[config.mk]
export PLATFORM = sky130hd
export DESIGN_NAME = lp_power_ctrl
export DESIGN_NICKNAME = d
export VERILOG_FILES = /design/src/lp_pd_pkg.sv /design/src/lp_pin_sync.sv /design/src/lp_power_ctrl.sv
export SDC_FILE = /design/constraint.sdc
export NUM_CORES = 1
export LEC_CHECK = 0
export ABC_AREA = 1
export BUFFER_PORTS_ARGS = -buffer_cell sky130_fd_sc_hd__buf_2
export CORE_ASPECT_RATIO = 2
export CORE_MARGIN = 2
export CORE_UTILIZATION = 45
export CTS_BUF_LIST = sky130_fd_sc_hd__clkbuf_8
export CTS_CLUSTER_SIZE = 14
export DETAILED_ROUTE_END_ITERATION = 6
export GPL_TIMING_DRIVEN = 0
export PLACE_DENSITY = 0.73
export SETUP_SLACK_MARGIN = 0.05
export SKIP_CTS_REPAIR_TIMING = 1
export SLEW_MARGIN = 10
export SYNTH_ARGS = -nofsm -noshare
export SYNTH_HDL_FRONTEND = slang
export SYNTH_SLANG_ARGS = --single-unit
[constraint.sdc]
create_clock -name mclk_i -period 2.9 [get_ports mclk_i]
set_clock_uncertainty 0.2 [all_clocks]
set_input_delay 0.58 -clock mclk_i [delete_from_list [all_inputs] [get_ports mclk_i]]
set_output_delay 0.58 -clock mclk_i [all_outputs]
set_load 0.01 [all_outputs]
[src/lp_pd_pkg.sv]
package lp_pd_pkg;

  // pins seen from the controller side, sampled by mclk_i
  typedef struct packed {
    logic ck;
    logic cke;
    logic cs_n;
    logic [9:0] ca;
    logic zq_tied;
    logic reinit_done;
  } link_pins_s;

  typedef enum logic [1:0] {
    ST_IDLE,
    ST_PD,
    ST_DPD
  } pwr_state_e;

  // rising-edge CA codes, ca[0] is CA0
  localparam logic [2:0] CA_NOP = 3'h7;
  localparam logic [2:0] CA_DPD = 3'h3;
  localparam logic [3:0] CA_MRW = 4'h0;
  localparam logic [2:0] CA_REF = 3'h4;
  localparam logic [1:0] CA_ACT = 2'h2;
  localparam logic [3:0] CA_PRE = 4'hB;
  localparam logic [5:0] MA_ZQ = 6'h0A;

  // internal completion time of row and refresh work, in CK cycles
  localparam logic [3:0] OP_BUSY_CK = 4'h4;

  localparam logic RST_CKE = 1'b1;
  localparam logic RST_ARRAY_LOST = 1'b0;

endpackage

[src/lp_pin_sync.sv]
`timescale 1ns/1ps
`default_nettype none

module lp_pin_sync (
  input wire logic mclk_i,
  input wire logic rstn_i,
  input wire lp_pd_pkg::link_pins_s pins_i,
  output lp_pd_pkg::link_pins_s pins_o,
  output logic ck_rise_o
);
  import lp_pd_pkg::*;

  link_pins_s meta;
  link_pins_s stable;
  logic ck_last;
  logic next_ck_last;

  always_comb begin
    next_ck_last = stable.ck;
  end

  always_ff @(posedge mclk_i or negedge rstn_i) begin
    if (!rstn_i) begin
      meta <= '0;
      stable <= '0;
      ck_last <= 1'b0;
    end else begin
      meta <= pins_i;
      stable <= meta;
      ck_last <= next_ck_last;
    end
  end

  assign pins_o = stable;
  assign ck_rise_o = stable.ck & ~ck_last;

endmodule

`default_nettype wire

[src/lp_power_ctrl.sv]
// Operation
// - ZQ strapped to supply ignores calibration commands
// - CKE low with CS# high enters power-down
// - row work finishes before low-power level
// - power-down disables buffers except clock, CKE
// - no refresh performed while in power-down
// - CKE sampled high leaves power-down
// - CKE low with DPD code enters deep power-down
// - deep power-down loses array, cuts buffers, power
// - NOP is CS# high or CA0-2 high
`timescale 1ns/1ps
`default_nettype none

module lp_power_ctrl (
  input wire logic mclk_i,
  input wire logic rstn_i,
  input wire lp_pd_pkg::link_pins_s pins_i,
  output logic pd_o,
  output logic dpd_o,
  output logic inbuf_en_o,
  output logic outbuf_en_o,
  output logic core_power_en_o,
  output logic refresh_en_o,
  output logic pd_low_power_o,
  output logic array_lost_o,
  output logic zq_cal_start_o,
  output logic nop_o
);
  import lp_pd_pkg::*;

  link_pins_s pin;
  logic ck_rise;

  lp_pin_sync u_sync (
    .mclk_i(mclk_i),
    .rstn_i(rstn_i),
    .pins_i(pins_i),
    .pins_o(pin),
    .ck_rise_o(ck_rise)
  );

  pwr_state_e state;
  pwr_state_e next_state;
  logic cke_q;
  logic next_cke_q;
  logic [3:0] op_cnt;
  logic [3:0] next_op_cnt;
  logic array_lost;
  logic next_array_lost;
  logic zq_start;
  logic next_zq_start;
  logic nop;
  logic next_nop;

  logic is_nop;
  logic cmd_live;
  logic pd_enter;
  logic dpd_enter;

  always_comb begin
    is_nop = pin.cs_n | (pin.ca[2:0] == CA_NOP);
    cmd_live = cke_q & pin.cke & ~is_nop;
    pd_enter = cke_q & ~pin.cke & pin.cs_n;
    dpd_enter = cke_q & ~pin.cke & ~pin.cs_n
      & (pin.ca[2:0] == CA_DPD);
  end

  always_comb begin
    next_state = state;
    next_cke_q = cke_q;
    next_op_cnt = op_cnt;
    next_array_lost = array_lost;
    next_zq_start = 1'b0;
    next_nop = 1'b0;
    if (ck_rise) begin
      next_cke_q = pin.cke;
      // row and refresh work keeps running across power-down entry
      if (op_cnt != 4'h0) begin
        next_op_cnt = op_cnt - 4'h1;
      end
      case (state)
        ST_IDLE: begin
          if (dpd_enter) begin
            next_state = ST_DPD;
            next_array_lost = 1'b1;
            next_op_cnt = 4'h0;
          end else if (pd_enter) begin
            next_state = ST_PD;
          end else if (cke_q & pin.cke & is_nop) begin
            next_nop = 1'b1;
          end else if (cmd_live) begin
            if (pin.ca[3:0] == CA_MRW && pin.ca[9:4] == MA_ZQ) begin
              next_zq_start = ~pin.zq_tied;
            end
            if (pin.ca[2:0] == CA_REF || pin.ca[1:0] == CA_ACT
                || pin.ca[3:0] == CA_PRE) begin
              next_op_cnt = OP_BUSY_CK;
            end
          end
        end
        ST_PD: begin
          if (pin.cke) begin
            next_state = ST_IDLE;
          end
        end
        ST_DPD: begin
          // only CKE and the finished reinitialization matter here
          if (pin.cke & pin.reinit_done) begin
            next_state = ST_IDLE;
            next_array_lost = 1'b0;
          end
        end
        default: begin
          next_state = ST_IDLE;
        end
      endcase
    end
  end

  always_ff @(posedge mclk_i or negedge rstn_i) begin
    if (!rstn_i) begin
      state <= ST_IDLE;
      cke_q <= RST_CKE;
      op_cnt <= 4'h0;
      array_lost <= RST_ARRAY_LOST;
      zq_start <= 1'b0;
      nop <= 1'b0;
    end else begin
      state <= next_state;
      cke_q <= next_cke_q;
      op_cnt <= next_op_cnt;
      array_lost <= next_array_lost;
      zq_start <= next_zq_start;
      nop <= next_nop;
    end
  end

  assign pd_o = (state == ST_PD);
  assign dpd_o = (state == ST_DPD);
  assign inbuf_en_o = (state == ST_IDLE);
  assign outbuf_en_o = (state == ST_IDLE);
  assign core_power_en_o = (state != ST_DPD);
  assign refresh_en_o = (state == ST_IDLE);
  assign pd_low_power_o = (state == ST_PD) && (op_cnt == 4'h0);
  assign array_lost_o = array_lost;
  assign zq_cal_start_o = zq_start;
  assign nop_o = nop;
endmodule

`default_nettype wire

Word level (Yosys, flattened, before mapping)
Cells that the tools add are included.

word-level totals
  output and inout port bits = 10
  register bits = 41
  bits of input ports = 17
  logic and storage cells = 86

operators by class
  equal/unequal tests = 13
  add/subtract/negate cells = 1
  reductions and logical operators = 11
  bitwise logic cells = 15
  muxes and demuxes = 27

operators by type and width
  operator                                                                  number
  4-bit two-way mux                                                         7
  1-bit two-way mux                                                         14
  1-bit AND                                                                 9
  4-bit zero test                                                           2
  2-bit two-way mux                                                         4
  4-bit AND reduction                                                       2
  3-bit == test (second input constant)                                     2
  6-bit by 4-bit == test with 1-bit output (second input constant)          1
  2-bit by 1-bit inequality test with 1-bit output (second input constant)  3
  2-bit one-hot mux with 3 select lines                                     1
  1-bit NOT                                                                 5
  2-bit == test (second input constant)                                     2
  4-bit == test (second input constant)                                     1
  4-bit nonzero test                                                        1
  4-bit by 1-bit subtractor with 4-bit output (second input constant)       1
  3-bit by 2-bit == test with 1-bit output (second input constant)          1
  3-bit by 1-bit inequality test with 1-bit output (second input constant)  1
  2-bit by 1-bit == test with 1-bit output (second input constant)          1
  1-bit logical AND                                                         2
  2-bit zero test                                                           1
  1-bit logical OR                                                          2
  2-bit inequality test (second input constant)                             1
  1-bit one-hot mux with 2 select lines                                     1
  2-bit nonzero test                                                        1
  1-bit OR                                                                  1

Depth between registers and ports, before layout
Gate-level depths: netlist (run 1).

  depth after elaboration = 10
  mapped depth = 9
  gate-level depth less buffers = 9

Cells and area by module
Synthesis (run 1) repeated with hierarchy kept, for this count alone.

second synthesis, totals
  cells, all modules = 129
  area, all modules = 1487.7 um^2

modules (own cells, without submodules)
  module         seq. area each (um^2)  area an instance (um^2)  times used  cells an instance
  lp_pin_sync    775.7                  793.3                    1           34
  lp_power_ctrl  251.5                  694.4                    1           95

Least setup slack after synthesis (run 1)
No wires, ideal clock.

  kind = register to output
  from = reg op_cnt[0]
  to = out pd_low_power_o
  stages on the path, launching flop included = 5
  data arrival time = 985 ps
  buffers on the path = 0
  path slack = 1135 ps
  data required time = 2120 ps
  cell sequence = dfrtp_1 > inv_1 > ha_1 > nand2_1 > nor3_1

on the way
  longest elaborated chain between the ends = 2

RTL lines
  element                 line                  RTL
  from (decl)             lp_power_ctrl.sv:46   logic [3:0] op_cnt;
  from (signal assigned)  lp_power_ctrl.sv:131  op_cnt <= next_op_cnt;
  4-bit zero test         lp_power_ctrl.sv:144  assign pd_low_power_o = (state == ST_PD) && (op_cnt == 4'h0);
  1-bit logical AND       lp_power_ctrl.sv:144
  to (decl)               lp_power_ctrl.sv:24   output logic pd_low_power_o,

No other way between the ends.

Final worst setup path (run 1)
Same ends and word-level chain as after synthesis.

==> impl_metrics.py, run 1 <==
metrics = {
    "yosys": {
        "synth_edf_count": 0,
        "synth_ff_type": "dfrtp_1",
        "ys_warn_count": 0,
        "syn-cell-area_mm2": 0.001464,
        "synthArstFlopShare": 1.000,
        "yosysUniqueCellTypes": 22,
        "avgSynthCellArea_um2": 11.01,
        "netlist_instances": 133,
        "yosysSeqAreaShare": 0.7017,
        "ys_ff_latch": 41,
        "synth_nets": 151,
    },
    "setup_path": {
        "criticalPathCategory": "flop to output pin",
        "ff2ff_path_depth": 5,
        "path_cells": "inv_1 -> ha_1 -> nand2_1 -> nor3_1 -> buf_2",
        "reg2reg_from": "cke_q",
        "r2r_setup_slack_ns": 1.33,
        "crit_arrival_ns": 1.39,
        "cp-end-kind": "output pin",
        "critical_path_buf_inv_count": 2,
        "rr_endpoint": "array_lost_o",
        "cp_max_fo": 4,
        "crit_family": "flip-flops",
        "cp-start-kind": "flop",
        "slowest_delay_ns": 0.39,
        "slowest_stage": "dfrtp_1",
        "cp.required_ns": 2.12,
    },
    "place": {
        "dp_cells": 190,
        "portBuffers": 26,
        "dpl_worst_slack_ns": 1.039,
        "gp_congestion": 0.7792,
        "dp_hpwl_mm": 1.783,
    },
    "global_routing": {
        "grt_util_all_layers": 0.1502,
        "grt_pass1_vias": 962,
        "grt_pass1_wl_mm": 3.988,
        "grt_start_max_net_pins": 42,
        "grt.overflow.total": 0,
        "grt_antenna_before_repair": 0,
    },
    "sta": {
        "max_slew.worst_pin.slew_ns": 0.8426,
        "slew_violations": 0,
        "period_minus_slack_ns": 2.170,
        "setup_tns_ns": 0,
        "fin_crit_sh": 0.7481,
        "rsz0062_at_grt": "no",
        "relSlewSlack": 0.4383,
        "finalSetupViolations": 0,
        "fin_ws_ns": 0.7304,
        "fmax_ghz": 0.4609,
        "hold_violations": 0,
    },
    "finish": {
        "regArea_mm2": 0.001027,
        "layout-drive-gt1-share": 0.2635,
        "multiInputGateArea_um2": 350.3,
        "final_cell_count_no_fill": 198,
        "nets": 184,
        "syn_to_final_growth_pct": 19.49,
        "post-route-util": 0.5541,
        "n_fill_cell": 275,
        "num_antenna_cells": 0,
    },
    "route": {
        "drt-initial-drc-count": 17,
        "wl_per_cell_um": 11.93,
        "ant_nets": 0,
        "drc": 0,
        "via_count": 971,
        "vias_per_cell": 4.904,
        "drt-total-wl_mm": 2.362,
        "drt_first_pass_iters": 4,
    },
    "floorplanning": {
        "ios": 27,
        "die-area_mm2": 0.003753,
        "start_util": 0.4637,
        "rows": 29,
        "die_h_um": 84.66,
        "dieWidth_um": 44.33,
        "core_area_mm2": 0.003157,
    },
    "power_and_ir_drop": {
        "p_seq_frac": 0.474,
        "clockPowerShare": 0.317,
        "leakagePower_nw": 0.9267,
        "p_comb_frac": 0.208,
        "p_sw_uw": 398.3,
        "p_per_area_mw_per_mm2": 818.7,
        "swShare": 0.2782,
        "vdd_drop_max_mv": 0.4819,
        "fin_total_pwr_mw": 1.432,
        "p_int_mw": 1.034,
    },
    "min_path": {
        "hold_path_class": "flop to flop",
        "hold_depth": 0,
        "min_to": "u_sync.pins_o[8]",
        "min_from": "u_sync.meta[8]",
    },
    "cts": {
        "clock_sinks": 41,
        "cts_tree": "yes",
        "clockBufferDepth": 2,
        "htreeDepth": 2,
        "cts-root-buf": "clkbuf_8",
        "path_clk_slew_ns": 0.07,
        "clk_latency_ns": 0.29,
        "numCtsBuffers": 5,
    },
    "run_status": {
        "status": "completed",
    },
    "job": {
        "drv_cap": 0,
    },
}
-- through the flow --
| step | hold WS (ns) | instance area [µm²] |
|---|---|---|
| detailed placement | 0.1347 | 1633 |
| global placement | 0.1312 | 1633 |
| global route | 0.1565 | 1749 |
| CTS | 0.1507 | 1749 |
| floorplan | 0.08441 | 1464 |
| finish | 0.1459 | 1749 |
-- final cells by class --
cell class                      count  area share
Buffer                              2    0.008584
Clock buffer                        6     0.04721
Clock inverter                      2     0.01931
Inverter                           19     0.04077
Multi-Input combinational cell     71      0.2003
Sequential cell                    41      0.5873
Tap cell                           31     0.02217
Timing Repair Buffer               26     0.07439
-- power by group through the flow --
stage | clock (mW) | sequential [mW] | combinational, mW
5_1_grt | 0.486 | 0.687 | 0.340
3_3_place_gp | 0 | 0.687 | 0.290
4_1_cts | 0.464 | 0.680 | 0.304
6_report | 0.454 | 0.679 | 0.298
3_5_place_dp | 0 | 0.691 | 0.301
2_1_floorplan | 0 | 0.682 | 0.207
-- Yosys cell counts (all sizes together) (2+ instances only) --
cell type | number | area [µm²]
a21oi | 4 | 23.77
buf | 2 | 15.01
dfrtp | 40 | 1001
inv | 19 | 71.32
nand2 | 30 | 125.1
nand3 | 7 | 35.03
nand4 | 3 | 18.77
nor2 | 14 | 62.56
nor3 | 4 | 20.02
o21ai | 3 | 15.01
xor2 | 2 | 17.52
-- worst max-delay path by stage --
stage / from / to / slack (ns) / depth (start not counted)
after detailed placement: op_cnt[0] / pd_low_power_o / 1.04 / 5
after floorplan: op_cnt[0] / pd_low_power_o / 1.13 / 4
after global placement: op_cnt[0] / pd_low_power_o / 1.05 / 5
after global routing: op_cnt[0] / pd_low_power_o / 0.67 / 5
after CTS: op_cnt[0] / pd_low_power_o / 0.71 / 5
final: op_cnt[0] / pd_low_power_o / 0.73 / 5
-- worst register-to-register path, delay by kind of cell, from the launching register on --
| kind | cells | cell delay (ns) |
|---|---|---|
| flops | 1 | 0.55 |
| compound gates | 1 | 0.13 |
| buf+inv | 1 | 0.05 |
| simple gates | 3 | 0.56 |
-- layer usage --
| layer | track usage | vias to the layer above | wire, µm |
|---|---|---|---|
| met1 | 0.1302 | 472 | 777 |
| met4 | 0.09917 | 0 | 55 |
| met5 | 0 | - | 0 |
| met2 | 0.2794 | 19 | 1457 |
| met3 | 0.03226 | 5 | 73 |
| li1 | - | 475 | - |
-- cell usage in the layout, fill, tap and decap left out, types with 2 or more instances in the layout --
cell type,netlist,final
nand2_2,2,2
inv_1,17,18
nor3_1,4,4
inv_2,2,2
nand2_1,27,27
nor2_1,12,12
a21oi_1,3,3
buf_4,2,2
o21ai_0,3,3
nand3_1,7,7
buf_2,0,26
clkbuf_8,0,6
dfrtp_1,40,40
nand4_1,3,3
xor2_1,2,2
-- cells by family after synthesis --
| group | synth area share |
|---|---|
| AO/OA/AOI/OAI | 0.02649 |
| XOR/XNOR | 0.01197 |
| adder cells (fa/ha/maj) | 0.008546 |
| buffers and inverters | 0.05897 |
| flip-flops | 0.7017 |
| AND/OR/NAND/NOR | 0.1923 |
-- registers in the layout, summed over array words and instances, names as in the netlist, 2 cells and up --
name,count
u_sync.meta,15
u_sync.pins_o,14
op_cnt,4
state,2
No activity file was read; power rests on OpenSTA's default activity.
==> run 2: changes to the inputs <==
--- a/config.mk
+++ b/config.mk
@@ -5,7 +5,7 @@
 export SDC_FILE = /design/constraint.sdc
 export NUM_CORES = 1
 export LEC_CHECK = 0
-export ABC_AREA = 1
+export ABC_AREA = 0
 export BUFFER_PORTS_ARGS = -buffer_cell sky130_fd_sc_hd__buf_2
 export CORE_ASPECT_RATIO = 2
 export CORE_MARGIN = 2
==> constraint.sdc (replaced) <==
create_clock -name mclk_i -period 2.1 [get_ports mclk_i]
set_clock_uncertainty 0.2 [all_clocks]
set_input_delay 0.42 -clock mclk_i [delete_from_list [all_inputs] [get_ports mclk_i]]
set_output_delay 0.42 -clock mclk_i [all_outputs]
set_load 0.01 [all_outputs]
==> run 2 against run 1 <==
Against the previous run:
- the run now ends with negative setup slack left
- combinational power shrank 14%
- synthesized cell count shrank 21%
- cell count shrank 14%
- critical path depth is the same
- power grew 22%
- clock power grew 29%
- highest routed layer unchanged
- non-clock buffer count grew 4
==> impl_metrics.py, run 2 <==
metrics = {
    "yosys": {
        "ys_warn_count": 0,
        "syn-cell-area_mm2": 0.001425,
        "synth_compound_area_frac": 0.07375,
        "yosysUniqueCellTypes": 34,
        "synth_top_area_share": 0.7024,
        "netlist_instances": 105,
        "synthArstFlopShare": 1.000,
        "synth_top_family_by_area": "simple AND/OR/NAND/NOR gates",
        "synth_fa_ha_area_frac": 0.008780,
        "synth_nets": 123,
        "synthSimpleGateAreaFrac": 0.1484,
        "synthMuxAreaShare": 0.01405,
        "ys_ff_latch": 41,
        "yosysTopAreaCell": "dfrtp_1",
        "synthXorXnorAreaFrac": 0,
        "yosysSeqAreaShare": 0.7208,
        "yosys-top-cells-count": "dfrtp_1, nand2_1, nor2_1",
        "yosysMostFrequentCell": "dfrtp_1",
        "avgSynthCellArea_um2": 13.57,
        "synth_edf_count": 0,
        "synth_area_leaders": "dfrtp_1, nand2_1, dfstp_2",
        "synth_ff_type": "dfrtp_1",
    },
    "finish": {
        "nets": 158,
        "n_fill_cell": 233,
        "final_area_mm2": 0.001735,
        "top_register": "u_sync.meta",
        "final_cell_mix": "dfrtp_1, buf_2, nand2_1",
        "final_common_cell": "dfrtp_1",
        "largest_register_ffs": 15,
        "layout-drive-gt1-share": 0.3404,
        "num_antenna_cells": 0,
        "syn_to_final_growth_pct": 21.77,
    },
    "cts": {
        "path_clk_slew_ns": 0.07,
        "clockBufferDepth": 2,
        "numCtsBuffers": 5,
        "htreeDepth": 2,
        "clock_sinks": 41,
        "clk_latency_ns": 0.28,
        "cts-root-buf": "clkbuf_8",
        "cts_tree": "yes",
    },
    "setup_path": {
        "cp-start-kind": "flop",
        "crit_arrival_ns": 1.52,
        "cp-end-kind": "output pin",
        "crit_path_start": "op_cnt[0]",
        "criticalPathCategory": "flop to output pin",
        "cp.required_ns": 1.48,
        "cp_max_fo": 4,
        "reg2reg_from": "op_cnt[0]",
        "ff2ff_path_depth": 6,
    },
    "place": {
        "place_area_mm2": 0.001593,
        "gp_congestion": 0.7388,
        "portBuffers": 26,
        "dp_hpwl_mm": 1.548,
    },
    "power_and_ir_drop": {
        "fin_total_pwr_mw": 1.746,
        "clockPowerShare": 0.335,
        "vdd_drop_max_mv": 0.7710,
        "leakagePower_nw": 0.8283,
        "p_seq_frac": 0.518,
        "p_sw_uw": 409.7,
        "swShare": 0.2346,
        "p_comb_frac": 0.147,
        "p_per_area_mw_per_mm2": 1006,
        "p_int_mw": 1.336,
    },
    "floorplanning": {
        "start_util": 0.4786,
        "die_h_um": 83.59,
        "rows": 28,
        "ios": 27,
        "die-area_mm2": 0.003660,
        "core_area_mm2": 0.002978,
        "dieWidth_um": 43.79,
    },
    "sta": {
        "hold_violations": 0,
        "period_minus_slack_ns": 2.139,
        "relSlewSlack": 0.4402,
        "rsz0062_at_grt": "yes",
        "fmax_ghz": 0.4675,
        "fin_ws_ns": -0.03925,
        "slew_violations": 0,
        "finalSetupViolations": 1,
        "max_slew.worst_pin.slew_ns": 0.8397,
        "fin_crit_sh": 1.019,
    },
    "route": {
        "drt-initial-drc-count": 17,
        "vias_per_cell": 5.146,
        "drt_first_pass_iters": 4,
        "wl_per_cell_um": 12.55,
        "ant_nets": 0,
        "via_count": 880,
        "drc": 0,
        "drt-total-wl_mm": 2.146,
    },
    "job": {
        "drv_cap": 0,
    },
    "min_path": {
        "hold_path_class": "input port to async pin",
    },
    "global_routing": {
        "grt_use_met2": 0.2380,
        "grtUsageMet3": 0.04545,
        "grt.busiest_layer": "met2",
        "grt_util_all_layers": 0.1344,
        "grt_antenna_before_repair": 0,
        "grt_start_max_net_pins": 42,
        "grt.overflow.total": 0,
        "grt_pass1_wl_mm": 3.588,
        "use_met1": 0.1204,
        "grt_pass1_vias": 882,
    },
    "run_status": {
        "violations": "negative setup slack",
        "status": "finished, violations left",
    },
}
## run 2: cell count changes after synthesis, sizes merged, moves of 3 or more
cell,previous run,this run
nor2,14,7
nor3,4,1
inv,19,5
nand3,7,0
nand2,30,11
## run 2: layer usage
layer / share of wire / vias to the layer above
li1: - / 426
met1: 0.38 / 419
met2: 0.55 / 29
met3: 0.042 / 6
met4: 0.027 / 0
met5: 0 / -
## run 2: layout make-up
| cell class | instances | area [µm²] | share of cell area |
|---|---|---|---|
| Timing Repair Buffer | 28 | 145.1 | 0.08363 |
| Clock inverter | 3 | 38.79 | 0.02235 |
| Clock buffer | 5 | 68.82 | 0.03965 |
| Buffer | 4 | 30.03 | 0.01730 |
| Inverter | 5 | 18.77 | 0.01081 |
| Tap cell | 30 | 37.54 | 0.02163 |
| Sequential cell | 41 | 1027 | 0.5919 |
| Multi-Input combinational cell | 55 | 369.1 | 0.2127 |
## run 2: kinds of logic (layout without fill, tap and decap cells)
logic type / after synthesis / after routing
and+or+nand+nor: 37 / 37
AOI/OAI and AO/OA: 15 / 15
muxes: 2 / 2
adders and majority gates: 1 / 1
DFF: 41 / 41
buffers and inverters: 9 / 45
## run 2: final timing paths
check                                      end  slack (ns)
max                             pd_low_power_o       -0.04
min                            u_sync.meta[11]        0.04
max reg2reg                          op_cnt[1]        0.42
min reg2reg                u_sync.next_ck_last        0.15
max in group asynchronous      u_sync.meta[14]        1.13
min in group mclk_i             u_sync.meta[1]        0.04
## run 2: power by group through the flow
| stage | logic [mW] | clock network (mW) | registers [mW] |
|---|---|---|---|
| 6_report | 0.257 | 0.585 | 0.904 |
| 5_1_grt | 0.282 | 0.635 | 0.912 |
| 4_1_cts | 0.220 | 0.605 | 0.900 |
| 3_5_place_dp | 0.220 | 0 | 0.915 |
| 3_3_place_gp | 0.210 | 0 | 0.909 |
| 2_1_floorplan | 0.152 | 0 | 0.902 |
## run 2: critical path, stage by stage (launching register included)
cell     delay, ns
dfrtp_1       0.40
inv_2         0.07
ha_4          0.13
or3b_4        0.40
nor3_2        0.10
buf_2         0.14
## run 2: stage by stage
step,hold slack (ns),TNS (ns),std cells,utilization,setup WS (ns)
2_1_floorplan,-0.07559,0,105,-,0.2134
4_1_cts,0.02953,-0.1909,169,0.5710,-0.1909
6_report,0.03800,-0.03925,171,0.5828,-0.03925
3_5_place_dp,0.1347,0,161,0.5349,0.1248
3_3_place_gp,0.1312,0,161,0.5349,0.1519
5_1_grt,0.01787,-0.1026,171,0.5828,-0.1026
